--- config.mk ---
export PLATFORM = sky130hd
export DESIGN_NAME = isu_status
export DESIGN_NICKNAME = d
export VERILOG_FILES = /design/src/include/isu_pkg.sv /design/src/logic/isu_status.sv /design/src/logic/isu_edge.sv
export SDC_FILE = /design/constraint.sdc
export NUM_CORES = 1
export LEC_CHECK = 0
export ABC_AREA = 1
export BUFFER_PORTS_ARGS = -buffer_cell sky130_fd_sc_hd__buf_2
export CAP_MARGIN = 30
export CORE_MARGIN = 5
export CORE_UTILIZATION = 40
export CTS_CLUSTER_SIZE = 10
export DETAILED_ROUTE_END_ITERATION = 6
export PLACE_DENSITY = 0.79
export SLEW_MARGIN = 30
export SYNTH_ARGS = -nofsm -noshare
export SYNTH_HDL_FRONTEND = slang
export SYNTH_SLANG_ARGS = --single-unit
--- constraint.sdc ---
create_clock -name pclk -period 2.1 [get_ports pclk]
set_input_delay 0.42 -clock pclk [delete_from_list [all_inputs] [get_ports pclk]]
set_output_delay 0.42 -clock pclk [all_outputs]
set_load 0.005 [all_outputs]
--- src/include/isu_pkg.sv ---
// Purpose: Constants and types for the upper-half interrupt status block.
// Assumes: APB slave with 32-bit data, one clock pclk, reset presetn.
// Notes: Function list below; offsets are byte addresses.
// Function
// (RL1) Status bits show raw source state regardless of enable register.
// (RL2) A status bit reads 1 when its condition is met, else 0.
// (RL3) Writing 1 to a write-one-to-clear bit clears it; 0 leaves it.
// (RL4) Bit 31 sets when software event enable is set; write 1 clears.
// (RL5) Bit 30 sets when device becomes ready after reset; write 1 clears.
// (RL6) Bit 29 read-only mirror of timestamp unit pending event.
// (RL7) Bit 26 read-only mirror of pending transceiver event.
// (RL8) Bit 25 sets when transmitter stop requested and transmitter halted.
// (RL9) Bit 24 sets when receiver enable cleared and receiver halted.
// (RL10) Bit 23 sets when drop counter crosses 7ffffff to 80000000; the code compares against 7fffffff.
// (RL11) Bit 21 sets when notify-flagged buffer fully loaded into transmit FIFO.
// (RL12) Bit 20 sets when programmed receive DMA count moved out.
// (RL13) Bit 19 sets when timer count wraps from zero to ffff.
// (RL14) Bit 17 sets on wake event, independent of wake output enable.
// (RL15) Write 1 clears bit 17 only once unmasked wake status is clear.
// (RL16) Interrupt de-assertion interval never delays the wake interrupt.
// (RL17) Bit 16 sets when transmit status FIFO overflows; write 1 clears.
// (RL18) Output enable gates only the pin; status bits unaffected.
// (RL19) Mirror bits ignore writes; clear only at their source.
// (RL20) Implemented bits reset to zero; reserved bits read zero.
package isu_pkg;
	localparam logic [11:0] ADDR_STATUS = 12'h058;
	localparam logic [11:0] ADDR_ENABLE = 12'h05c;
	localparam logic [11:0] ADDR_IRQ_CTRL = 12'h060;
	localparam logic [11:0] ADDR_SOURCE = 12'h064;
	localparam int BIT_SW = 31;
	localparam int BIT_READY = 30;
	localparam int BIT_TSU = 29;
	localparam int BIT_XCVR = 26;
	localparam int BIT_TXSTOP = 25;
	localparam int BIT_RXSTOP = 24;
	localparam int BIT_DROP = 23;
	localparam int BIT_TXBUF = 21;
	localparam int BIT_RXDMA = 20;
	localparam int BIT_TIMER = 19;
	localparam int BIT_WAKE = 17;
	localparam int BIT_TSO = 16;
	localparam int IRQ_EN_BIT = 0;
	localparam int DEAS_BIT = 1;
	// Write-one-to-clear bits: 31,30,25,24,23,21,20,19,17,16
	localparam logic [31:0] W1C_MASK = 32'hc3bb_0000;
	// Mirror bits: 29,26
	localparam logic [31:0] RO_MASK = 32'h2400_0000;
	localparam logic [31:0] STATUS_RESET = 32'h0000_0000;
	localparam logic [31:0] ENABLE_RESET = 32'h0000_0000;
	localparam logic [31:0] DROP_HALF_OLD = 32'h7fff_ffff;
	localparam logic [31:0] DROP_HALF_NEW = 32'h8000_0000;
	localparam logic [15:0] TIMER_WRAP = 16'hffff;
	localparam logic [15:0] TIMER_ZERO = 16'h0000;
	localparam logic [31:0] RDATA_ZERO = 32'h0000_0000;
	// Event sources from the rest of the controller
	typedef struct packed {
		logic device_ready;
		logic timestamp_unit_event;
		logic transceiver_event;
		logic stop_tx_request;
		logic tx_halted;
		logic receiver_enable;
		logic rx_halted;
		logic [31:0] drop_count;
		logic buffer_complete_event;
		logic receive_dma_done;
		logic [15:0] timer_count;
		logic wake_detect;
		logic wake_unmasked_pending;
		logic transmit_status_overflow;
	} isu_src_t;
	typedef struct packed {
		logic psel;
		logic penable;
		logic pwrite;
		logic [11:0] paddr;
		logic [31:0] pwdata;
	} isu_apb_req_t;
endpackage

--- src/logic/isu_status.sv ---
`timescale 1ns/10ps
// Purpose: Upper half of the interrupt status word with APB access.
// Assumes: Sources synchronous to pclk; one clock domain.
// Notes: Zero wait states; unmapped addresses read zero and raise pslverr.
module isu_status (
	input wire logic pclk, // Clock, 50 MHz
	input wire logic presetn, // Async reset, active low
	input wire logic psel, // APB select
	input wire logic penable, // APB enable
	input wire logic pwrite, // APB write
	input wire logic [11:0] paddr, // APB byte address
	input wire logic [31:0] pwdata, // APB write data
	output logic [31:0] prdata, // APB read data
	output logic pready, // APB ready
	output logic pslverr, // APB error
	input wire isu_pkg::isu_src_t src, // Event sources
	input wire logic deas_active, // De-assertion interval running
	output logic irq_out, // Interrupt pin, active high
	output logic [31:0] status // Status word view
);
	logic [31:0] sts_r;
	logic [31:0] sts_nxt;
	logic [31:0] en_r;
	logic irq_en_r;
	logic [31:0] drop_prev_r;
	logic [15:0] timer_prev_r;
	logic [31:0] rdata_r;
	logic err_r;
	logic [3:0] lvl;
	logic [3:0] rise;
	isu_pkg::isu_apb_req_t req;

	// Bundle the bus request
	assign req = '{psel: psel, penable: penable, pwrite: pwrite, paddr: paddr, pwdata: pwdata};

	// Address decode
	wire acc = req.psel & req.penable;
	wire hit_sts = req.paddr == isu_pkg::ADDR_STATUS;
	wire hit_en = req.paddr == isu_pkg::ADDR_ENABLE;
	wire hit_ctl = req.paddr == isu_pkg::ADDR_IRQ_CTRL;
	wire hit_src = req.paddr == isu_pkg::ADDR_SOURCE;
	wire mapped = hit_sts | hit_en | hit_ctl | hit_src;
	wire wr_sts = acc & req.pwrite & hit_sts;
	wire wr_en = acc & req.pwrite & hit_en;
	wire wr_ctl = acc & req.pwrite & hit_ctl;

	// Level conditions whose start is the event
	assign lvl[0] = src.device_ready; // [RL5]
	assign lvl[1] = src.stop_tx_request & src.tx_halted; // [RL8]
	assign lvl[2] = ~src.receiver_enable & src.rx_halted; // [RL9]
	assign lvl[3] = en_r[isu_pkg::BIT_SW]; // [RL4]

	isu_edge #(.W(4)) u_edge (
		.pclk(pclk),
		.presetn(presetn),
		.lvl(lvl),
		.rise(rise)
	);

	// Counter crossings, judged against the last sampled value
	wire drop_half = (drop_prev_r == isu_pkg::DROP_HALF_OLD)
		& (src.drop_count == isu_pkg::DROP_HALF_NEW); // [RL10]
	wire timer_wrap = (timer_prev_r == isu_pkg::TIMER_ZERO)
		& (src.timer_count == isu_pkg::TIMER_WRAP); // [RL13]

	// Sticky set vector; wake event ignores deas_active entirely
	wire [31:0] set_vec = ({31'h0, rise[3]} << isu_pkg::BIT_SW)
		| ({31'h0, rise[0]} << isu_pkg::BIT_READY)
		| ({31'h0, rise[1]} << isu_pkg::BIT_TXSTOP)
		| ({31'h0, rise[2]} << isu_pkg::BIT_RXSTOP)
		| ({31'h0, drop_half} << isu_pkg::BIT_DROP)
		| ({31'h0, src.buffer_complete_event} << isu_pkg::BIT_TXBUF) // [RL11]
		| ({31'h0, src.receive_dma_done} << isu_pkg::BIT_RXDMA) // [RL12]
		| ({31'h0, timer_wrap} << isu_pkg::BIT_TIMER)
		| ({31'h0, src.wake_detect} << isu_pkg::BIT_WAKE) // [RL14] [RL16]
		| ({31'h0, src.transmit_status_overflow} << isu_pkg::BIT_TSO); // [RL17]

	// Write-one clear; wake bit holds while unmasked wake status remains
	wire wake_block = src.wake_unmasked_pending; // [RL15]
	wire [31:0] clr_raw = wr_sts ? (req.pwdata & isu_pkg::W1C_MASK) : 32'h0; // [RL3]
	wire [31:0] clr_vec = clr_raw & ~({31'h0, wake_block} << isu_pkg::BIT_WAKE);

	// Set beats clear so a same-cycle event is not lost
	assign sts_nxt = (((sts_r & ~clr_vec) | set_vec) & isu_pkg::W1C_MASK); // [RL3]

	// Mirror bits track the source, writes have no path to them
	wire [31:0] mirror = ({31'h0, src.timestamp_unit_event} << isu_pkg::BIT_TSU) // [RL6]
		| ({31'h0, src.transceiver_event} << isu_pkg::BIT_XCVR); // [RL7] [RL19]

	// Status seen by software, not gated by enables; reserved bits zero
	assign status = (sts_r | mirror) & (isu_pkg::W1C_MASK | isu_pkg::RO_MASK); // [RL1] [RL2] [RL20]

	// Pin: enabled status; master enable gates only this output
	wire any_pending = |(status & en_r);
	wire wake_pending = status[isu_pkg::BIT_WAKE] & en_r[isu_pkg::BIT_WAKE];
	wire others = any_pending & ~deas_active;
	assign irq_out = irq_en_r & (others | wake_pending); // [RL18] [RL16]

	// Read mux
	wire [31:0] ctl_word = {30'h0, deas_active, irq_en_r};
	wire [31:0] src_word = {16'h0, src.timer_count};
	wire [31:0] rd_mux = hit_sts ? status :
		hit_en ? en_r :
		hit_ctl ? ctl_word :
		hit_src ? src_word : isu_pkg::RDATA_ZERO;

	// Status and counter history
	always_ff @(posedge pclk or negedge presetn) begin
		if (!presetn) begin
			sts_r <= isu_pkg::STATUS_RESET; // [RL20]
			drop_prev_r <= '0;
			// History starts at the wrap value so a count of ffff at release is no wrap
			timer_prev_r <= isu_pkg::TIMER_WRAP;
		end else begin
			sts_r <= sts_nxt;
			drop_prev_r <= src.drop_count;
			timer_prev_r <= src.timer_count;
		end
	end

	// Enable and control registers
	always_ff @(posedge pclk or negedge presetn) begin
		if (!presetn) begin
			en_r <= isu_pkg::ENABLE_RESET;
			irq_en_r <= 1'b0;
		end else begin
			if (wr_en) begin
				en_r <= req.pwdata & (isu_pkg::W1C_MASK | isu_pkg::RO_MASK);
			end
			if (wr_ctl) begin
				irq_en_r <= req.pwdata[isu_pkg::IRQ_EN_BIT];
			end
		end
	end

	// Read data registered in the setup cycle, so access phase has no wait
	always_ff @(posedge pclk or negedge presetn) begin
		if (!presetn) begin
			rdata_r <= isu_pkg::RDATA_ZERO;
			err_r <= 1'b0;
		end else if (req.psel & ~req.penable) begin
			rdata_r <= req.pwrite ? isu_pkg::RDATA_ZERO : rd_mux;
			err_r <= ~mapped;
		end
	end

	assign prdata = rdata_r;
	assign pready = 1'b1;
	assign pslverr = acc & err_r;
endmodule

--- src/logic/isu_edge.sv ---
`timescale 1ns/10ps
// Purpose: Registered edge detector for a group of event levels.
// Assumes: Inputs synchronous to pclk.
// Notes: Previous value resets to zero, so a level high at release fires once.
module isu_edge #(parameter int W = 4) (
	input wire logic pclk, // Clock
	input wire logic presetn, // Async reset, active low
	input wire logic [W-1:0] lvl, // Levels watched
	output logic [W-1:0] rise // One-cycle rise pulses
);
	logic [W-1:0] prev_r;
	// Remember last value
	always_ff @(posedge pclk or negedge presetn) begin
		if (!presetn) begin
			prev_r <= '0;
		end else begin
			prev_r <= lvl;
		end
	end
	genvar i;
	// One rise per bit
	generate
		for (i = 0; i < W; i++) begin : g_rise
			assign rise[i] = lvl[i] & ~prev_r[i];
		end
	endgenerate
endmodule

Word level (Yosys, flattened, before mapping)
Index checks and enable logic that the tools add are counted.

word-level totals
  flip-flop bits (word level) = 108
  input port bits = 110
  output and inout port bits = 67
  logic and storage cells = 70

operators by class
  equality and inequality tests = 7
  multiplexer cells = 6
  bitwise logic cells = 47
  reductions and logical operators = 2

operator list
  operator                                                                 number
  32-bit two-way mux                                                       4
  32-bit AND                                                               3
  12-bit by 7-bit equality test with 1-bit output, second input constant   4
  32-bit by 31-bit equality test with 1-bit output, second input constant  1
  32-bit equality test, second input constant                              1
  16-bit two-way mux                                                       2
  18-bit inverter with 32-bit output                                       1
  32-bit inverter                                                          1
  32-bit by 17-bit OR with 32-bit output                                   1
  32-bit by 18-bit OR with 32-bit output                                   1
  32-bit by 20-bit OR with 32-bit output                                   1
  32-bit by 21-bit OR with 32-bit output                                   1
  32-bit by 22-bit OR with 32-bit output                                   1
  32-bit by 24-bit OR with 32-bit output                                   1
  32-bit by 25-bit OR with 32-bit output                                   1
  32-bit by 26-bit OR with 32-bit output                                   1
  32-bit by 30-bit OR with 32-bit output                                   1
  32-bit by 31-bit OR with 32-bit output                                   1
  32-bit OR                                                                1
  32-bit OR reduction                                                      1
  30-bit by 27-bit OR with 30-bit output                                   1
  1-bit AND                                                                18
  16-bit equality test, second input constant                              1
  16-bit zero test                                                         1
  2 further kinds                                                          12

Logic depth before layout (Yosys ltp)
Gate-level depths: netlist (run 1).

  word-level depth = 12
  gate-level depth with buffers = 9
  depth with buffers taken out = 8

By module
A second synthesis (run 1) with hierarchy kept.

unflattened totals
  cells, all modules = 483
  area, all modules = 4594.4 µm²

modules (own cells, without submodules)
  module      instances  cells each  area each (µm²)  sequential area each (µm²)
  isu_status  1          471         4454.3           2522.4
  isu_edge    1          12          140.1            100.1

Worst setup path after synthesis (run 1)
Ideal clock, no wire load.

  kind = input-to-reg
  from = in paddr[9]
  to = reg en_r[31]
  library setup time = 0.117 ns
  arrival time = 1.219 ns
  data required time = 1.983 ns
  setup slack = 0.764 ns
  cell stages on the path = 9
  path buffers = 1
  cells stage by stage = nor2_2 -> nand2_2 -> clkinv_2 -> nand2_4 -> nor2_8 -> nand2_4 -> buf_6 -> nand2_1 -> nand2_1

on the way
  word-level cells in the longest chain between the ends = 2

RTL lines
  what                                             RTL line           RTL
  start, declared                                  isu_status.sv:11   input wire logic [11:0] paddr,
  12-bit by 7-bit equality test with 1-bit output  isu_status.sv:39   wire hit_en = req.paddr == isu_pkg::ADDR_ENABLE;
  1-bit AND                                        isu_status.sv:44   wire wr_en = acc & req.pwrite & hit_en;
  end signal, assigned                             isu_status.sv:124  en_r <= isu_pkg::ENABLE_RESET;
  end signal, assigned                             isu_status.sv:128  en_r <= req.pwdata & (isu_pkg::W1C_MASK | isu_pkg::RO_MASK);
  end, declared                                    isu_status.sv:23   logic [31:0] en_r;

No other way between the ends.
A chain may end at the register's enable or synchronous reset.

Final worst setup path (run 1)
  from = reg sts_r[23]
  to = out irq_out

on the way
  word-level cells in the longest chain between the ends = 6

RTL lines
  what                                    RTL line           RTL
  start, declared                         isu_status.sv:21   logic [31:0] sts_r;
  start signal, assigned                  isu_status.sv:110  sts_r <= isu_pkg::STATUS_RESET;
  start signal, assigned                  isu_status.sv:115  sts_r <= sts_nxt;
  32-bit by 30-bit OR with 32-bit output  isu_status.sv:91   assign status = (sts_r | mirror) & (isu_pkg::W1C_MASK | isu_pkg::RO_MASK);
  32-bit AND                              isu_status.sv:94   wire any_pending = |(status & en_r);
  32-bit OR reduction                     isu_status.sv:94
  1-bit AND                               isu_status.sv:96   wire others = any_pending & ~deas_active;
  1-bit OR                                isu_status.sv:97   assign irq_out = irq_en_r & (others | wake_pending);
  1-bit AND                               isu_status.sv:97
  end, declared                           isu_status.sv:18   output logic irq_out,

No other way between the ends.

==> results of run 1 <==
area by class of cell:
cell class	instances	area, um2
multi-input cells	323	1520
inverters	45	170
well taps	140	175
clock inverters	7	80.1
repair buffers	140	736
flip-flops and latches	104	2620
fillers	1023	5410
clock buffers	9	225
per-stage QoR:
step	std cells	power (uW)	worst slack, ns
after floorplan	511	2240	0.764
after global placement	752	2370	0.395
after detailed placement	752	2380	0.322
after CTS	768	4090	0.236
after global routing	768	4230	0.112
final	768	4040	0.256
routing by layer:
layer | GRT usage, % | part of all wire, % | vias to the layer above
li1 | - | - | 1757
met1 | 21.4 | 41 | 1690
met2 | 26.7 | 49 | 143
met3 | 5.13 | 9.7 | 11
met4 | 4.87 | 0.94 | 2
met5 | 0 | 0.12 | -
cell usage in the layout, fill, tap and decap left out, types with 3 or more instances in the layout:
master     synthesis  layout
buf_4             29       8
conb_1             2      25
nand4_1           17      17
nand3_2            3       3
buf_2              3     131
nand3_1           41      41
o21ai_0           15      15
o21ai_2           14      14
dfrtp_1           88      88
nor2_4             3       3
nand2_1          141     141
nor2_2             5       5
nor2_1            44      44
clkbuf_16          0       9
inv_1             44      44
dfstp_2           16      16
or2_2              3       3
cell usage after synthesis (2+ instances only):
master      n
o21ai_0    15
buf_2       3
nand3_2     3
buf_4      29
dfstp_2    16
dfrtp_1    88
nor2_1     44
nand2_1   141
nand3_1    41
o21ai_2    14
clkbuf_1    4
nor2_4      3
nor2_2      5
o21ai_1     2
nand3b_1    2
nand2_4     2
inv_1      44
nand4_1    17
buf_6       3
or2_2       3
conb_1      2
path summary, 6_finish.rpt:
kind	cells after the start	startpoint	to	slack (ns)
min	1	presetn	drop_prev_r[4]	0.03
max	7	sts_r[23]	irq_out	0.26
max reg2reg	5	timer_prev_r[1]	sts_r[19]	1.11
min reg2reg	1	u_edge.prev_r[0]	sts_r[30]	0.41
min in group pclk	1	src[18]	timer_prev_r[15]	0.18
max in group asynchronous	2	presetn	timer_prev_r[5]	1.46
power by group through the flow:
stage / Clock [uW] / Combinational [uW] / Sequential (uW)
after detailed placement: 0 / 266 / 2120
after floorplan: 0 / 125 / 2110
after CTS: 1750 / 268 / 2080
after global routing: 1840 / 301 / 2090
after global placement: 0 / 256 / 2110
final: 1700 / 264 / 2080
cells by family (layout without fill, tap and decap cells):
logic type      Yosys count  in the layout
other cells               2             25
compound gates           32             32
buf+inv                  84            201
flops                   104            104
simple gates            266            266
critical path, cell delays in order, from the launching register on:
cell and delay (ns):
dfrtp_1 0.42, nand2_1 0.08, nand2_1 0.05, nor2_1 0.13, nand3b_1 0.14, nand2_1 0.08
a21oi_1 0.06, buf_2 0.13
flip-flops by register name, indices dropped and copies added, names as in the netlist:
| name | flops |
|---|---|
| drop_prev_r | 32 |
| en_r | 12 |
| err_r | 1 |
| irq_en_r | 1 |
| prdata | 28 |
| sts_r | 10 |
| timer_prev_r | 16 |
| u_edge.prev_r | 4 |
==> out/results.txt, run 1 <==
Finished Cell Area: 0.00553 mm2
Psw: 937 uW
P_int: 3100 uW
Die area: 0.0135 mm2
Sequential share of power: 51.5%
Placement Cell Area: 0.00522 mm2
Slew @ Worst Pin: 0.524 ns
Adder-cell share of the synthesized area: 0%
Post-layout util: 50.5%
Logic pwr share: 6.5%
Count of different cell masters after synthesis: 28
Share of layout cells above drive strength 1: 32.8%
Site Rows: 38
P&R area growth vs syn: 22.7%
Remaining routing DRC violations: 0
Core Area: 0.0109 mm2
Yosys top cell by area: dfrtp_1
Final setup vio count: 0
#FFs+latches synth: 104
Initial antenna violation count: 1
Synth Area per Inst: 9.24 um2
Mapped cell area: 0.00451 mm2
Worst-skew pair later-pin latency: 0.34 ns
Lkg Pwr: 0.00298 uW
Post CTS Setup Buffer Count: 0
Clk_skew: 0.00631 ns
Antenna Diode Count: 0
Max Cap Violations: 0
Slew HR: 65.0%
Crit. End Element: output pin
RSZ-0062 raised after global routing: false
GR Overflow Total: 0
H-Tree Depth: 3
Synth Area in Simple Gates: 26.9%
Xor and xnor area share after synthesis: 0%
CP arrival: 1.42 ns
Largest family of logic cells by synthesized area: simple AND/OR/NAND/NOR gates
Via count: 3,603
Port Buffers: 132
Worst-path clk slew: 0.07 ns
VDD IR max: 0.000443 V
Status: completed
Root Driver: clkbuf_16
# clock sinks: 104
Synth async-reset ratio: 100%
Top cell type's share of synthesized area: 48.9%
Number of synthesized flops with an enable pin: 0
Fin Setup TNS: 0 ns
Final HPWL from detailed placement: 8190 um
Die W: 116 um
CP Class: reg -> out
Final antenna-violating net count: 0
Max clock buf depth: 2
Type of the most critical hold path: in -> async
Ys flop type: dfrtp_1
Startpoint types: flop
Vias in the first global route: 3,555
Initial Util: 41.2%
Synth Area in Compound Gates: 4.72%
GRT Util Overall: 16.4%
Vias per cell: 4.69
Post-synthesis mux area share: 0%
Final worst-path cycle share: 87.8%
Crit Path Max Fanout: 4
Sequential share of the synthesized area: 58.2%
Avg WL per Cell: 13.7 um
Layout Nets: 733
Fmax: 542 MHz
P per Cell Area: 731 mW/mm2
DRT iter0 DRCs: 198
First-pass GRT wire length: 17,200 um
TritonCTS clock tree: built
Worst EP required: 1.68 ns
Pin count of the biggest net entering global routing: 43
CTS Buf Count: 9
Post-Syn Instances: 488
Clk pwr share: 42.0%
Die height: 116 um
Sw frac: 23.2%
Post-CTS sizing: 0
Min Tclk post-route: 1.84 ns
Drt first pass iters: 4
CTS Hold Bufs: 0
Synth warn: 0
Final WL: 10,500 um
Fin. Hold Viols: 0
Largest cells by area after synthesis: dfrtp_1 (49%), nand2_1 (12%), dfstp_2 (9.3%), buf_4 (4.8%), nand3_1 (4.6%)
I/O pin count: 177
GPL Wtd Cong: 0.830
Hold Slack: 0.0253 ns
Fin. max-slew vios: 0
No activity file was read; power rests on OpenSTA's default activity.
==> run 2: changes to the inputs <==
--- a/config.mk
+++ b/config.mk
@@ -13,6 +13,7 @@
 export CTS_CLUSTER_SIZE = 10
 export DETAILED_ROUTE_END_ITERATION = 6
 export PLACE_DENSITY = 0.79
+export REMOVE_ABC_BUFFERS = 1
 export SLEW_MARGIN = 30
 export SYNTH_ARGS = -nofsm -noshare
 export SYNTH_HDL_FRONTEND = slang
==> run 2 against run 1 <==
Against the previous run:
- sequential share of layout area is 0.11 points lower
- maximum frequency grew 1.3%
- via count down 0.78%
- clock-buffer cell count is 1 higher
- clock skew is 0.0014 ns higher
- sequential cell count is the same
- final area grew 0.23%
- worst hold slack gained 0.074 ns
- register-to-register slack better by 0.05 ns
- largest cell class unchanged
==> out/results.txt, run 2 (synthesis results as in run 1) <==
Status: completed
GR Overflow Total: 0 (unchanged)
Core Area: 0.0109 mm2 (unchanged)
TritonCTS clock tree: built
Reg-to-reg endpoint: sts_r[19]
# clock sinks: 104 (unchanged)
DRT iter0 DRCs: 194 (-2.0%)
Worst-case reg-to-reg path depth: 5 (unchanged)
Fmax: 550 MHz (+1.3%)
Slew @ Worst Pin: 0.661 ns (+0.137 ns)
Max reg flops: 32 (unchanged)
Type of the most critical hold path: in -> async
Area occupied by multi-input gates: 0.00152 mm2 (unchanged)
Root Driver: clkbuf_16
Min Tclk post-route: 1.82 ns (-0.0244 ns)
CTS Hold Bufs: 0 (unchanged)
Max clock buf depth: 2 (unchanged)
Die height: 116 um (unchanged)
Fin. max-slew vios: 0 (unchanged)
Placed Cells incl. Taps: 754 (+0.27%)
Post-CTS sizing: 0 (unchanged)
Worst-path clk slew: 0.07 ns (about the same)
Psw: 930 uW (-0.75%)
Drt first pass iters: 4 (unchanged)
Post-layout util: 50.7% (+0.11 points)
I/O pin count: 177 (unchanged)
Sw frac: 23.5% (+0.33 points)
Crit. End Element: output pin
Finished Layout Cells: 770 (+0.26%)
Register area: 0.00262 mm2 (unchanged)
RSZ-0062 raised after global routing: false
Crit Path Max Fanout: 4 (unchanged)
Final setup vio count: 0 (unchanged)
Initial antenna violation count: 1 (unchanged)
Final HPWL from detailed placement: 8230 um (+0.46%)
Final WL: 10,600 um (+0.45%)
Most frequent cells in the layout: nand2_1 (141), buf_2 (131), dfrtp_1 (88), inv_1 (44), nor2_1 (44)
Slew HR: 55.9% (-9.1 points)
GPL Wtd Cong: 0.794 (-4.4%)
Vias in the first global route: 3,640 (+2.4%)
Post CTS Setup Buffer Count: 0 (unchanged)
Dpl ws: 0.338 ns (+0.0163 ns)
CP Class: reg -> out
Worst-skew pair later-pin latency: 0.34 ns (about the same)
Max Cap Violations: 0 (unchanged)
First-pass GRT wire length: 17,100 um (-0.57%)
Avg WL per Cell: 13.7 um (+0.19%)
Logic pwr share: 6.9% (+0.4 points)
Layout Nets: 735 (+0.27%)
Via count: 3,575 (-0.78%)
P_int: 3020 uW (-2.6%)
Critical Path Start: sts_r[23]
# fillers: 1,018 (-0.49%)
Startpoint types: flop
Most common cell after layout, fill and taps aside: nand2_1
Most flops, register: drop_prev_r
Critical R2R Launch: timer_prev_r[8]
Remaining routing DRC violations: 0 (unchanged)
Fin. Hold Viols: 0 (unchanged)
Pin count of the biggest net entering global routing: 49 (+14%)
Hold Slack: 0.0994 ns (+0.0741 ns)
Final antenna-violating net count: 0 (unchanged)
H-Tree Depth: 3 (unchanged)
Worst EP required: 1.68 ns (about the same)
Lkg Pwr: 0.00299 uW (+0.25%)
CTS Buf Count: 9 (unchanged)
Port Buffers: 132 (unchanged)
P per Cell Area: 713 mW/mm2 (-2.4%)
Site Rows: 38 (unchanged)
Vias per cell: 4.64 (-1.0%)
Register-to-register path setup slack: 1.16 ns (+0.05 ns)
Die W: 116 um (unchanged)
Fin Setup TNS: 0 ns (unchanged)
Clk_skew: 0.00767 ns (+0.00136 ns)
Share of layout cells above drive strength 1: 32.9% (+0.055 points)
VDD IR max: 0.000397 V (-10%)
P&R area growth vs syn: 22.9%
Worst setup margin: 0.281 ns (+0.0244 ns)
Die area: 0.0135 mm2 (unchanged)
Clk pwr share: 40.5% (-1.5 points)
CP arrival: 1.40 ns (-0.02 ns)
Antenna Diode Count: 0 (unchanged)
GRT Util Overall: 16.1% (-0.37 points)
Sequential share of power: 52.6% (+1.1 points)
Final worst-path cycle share: 86.6% (-1.2 points)
Initial Util: 41.2% (unchanged)
-- run 2: power by group through the flow --
stage / Combinational [uW] / Sequential [uW] / Clock [uW]
2_1_floorplan: 83.8 / 2110 / 0
3_3_place_gp: 263 / 2120 / 0
3_5_place_dp: 273 / 2120 / 0
4_1_cts: 274 / 2080 / 1640
5_1_grt: 311 / 2080 / 1720
6_report: 271 / 2080 / 1600
-- run 2: stage by stage --
| step | total power, uW | area (um2) |
|---|---|---|
| global placement | 2380 | 5250 |
| global route | 4110 | 5540 |
| finish | 3950 | 5540 |
| floorplan | 2200 | 4310 |
| CTS | 4000 | 5540 |
| detailed placement | 2390 | 5250 |
-- run 2: area by class of cell --
class | instances | share of cell area, %
Clock buffer | 10 | 4.31
Inverter | 45 | 3.07
Clock inverter | 6 | 0.926
Sequential cell | 104 | 47.3
Tap cell | 140 | 3.16
Timing Repair Buffer | 142 | 13.8
Multi-Input combinational cell | 323 | 27.4
-- run 2: per-layer routing --
layer  vias to the layer above  track usage, %  routed length, um
li1                       1762               -                  -
met1                      1673            19.1               4220
met2                       125            29.3               5360
met3                        13            3.83                897
met4                         2            4.10                 90
met5                         -               0                 17
-- run 2: critical path, stage by stage (launching register included) --
cell and delay (ns):
dfrtp_1 0.42, nand2_1 0.09, nand2_1 0.05, nor2_1 0.11
nand3b_1 0.12, nand2_1 0.08, a21oi_1 0.06, buf_2 0.13
-- run 2: worst max-delay path by stage --
stage	endpoint	slack, ns	depth (start not counted)
6_report	irq_out	0.28	7
4_1_cts	irq_out	0.24	7
3_5_place_dp	prdata[21]	0.34	8
5_1_grt	irq_out	0.16	7
3_3_place_gp	prdata[2]	0.41	6
2_1_floorplan	prdata[2]	-0.10	5
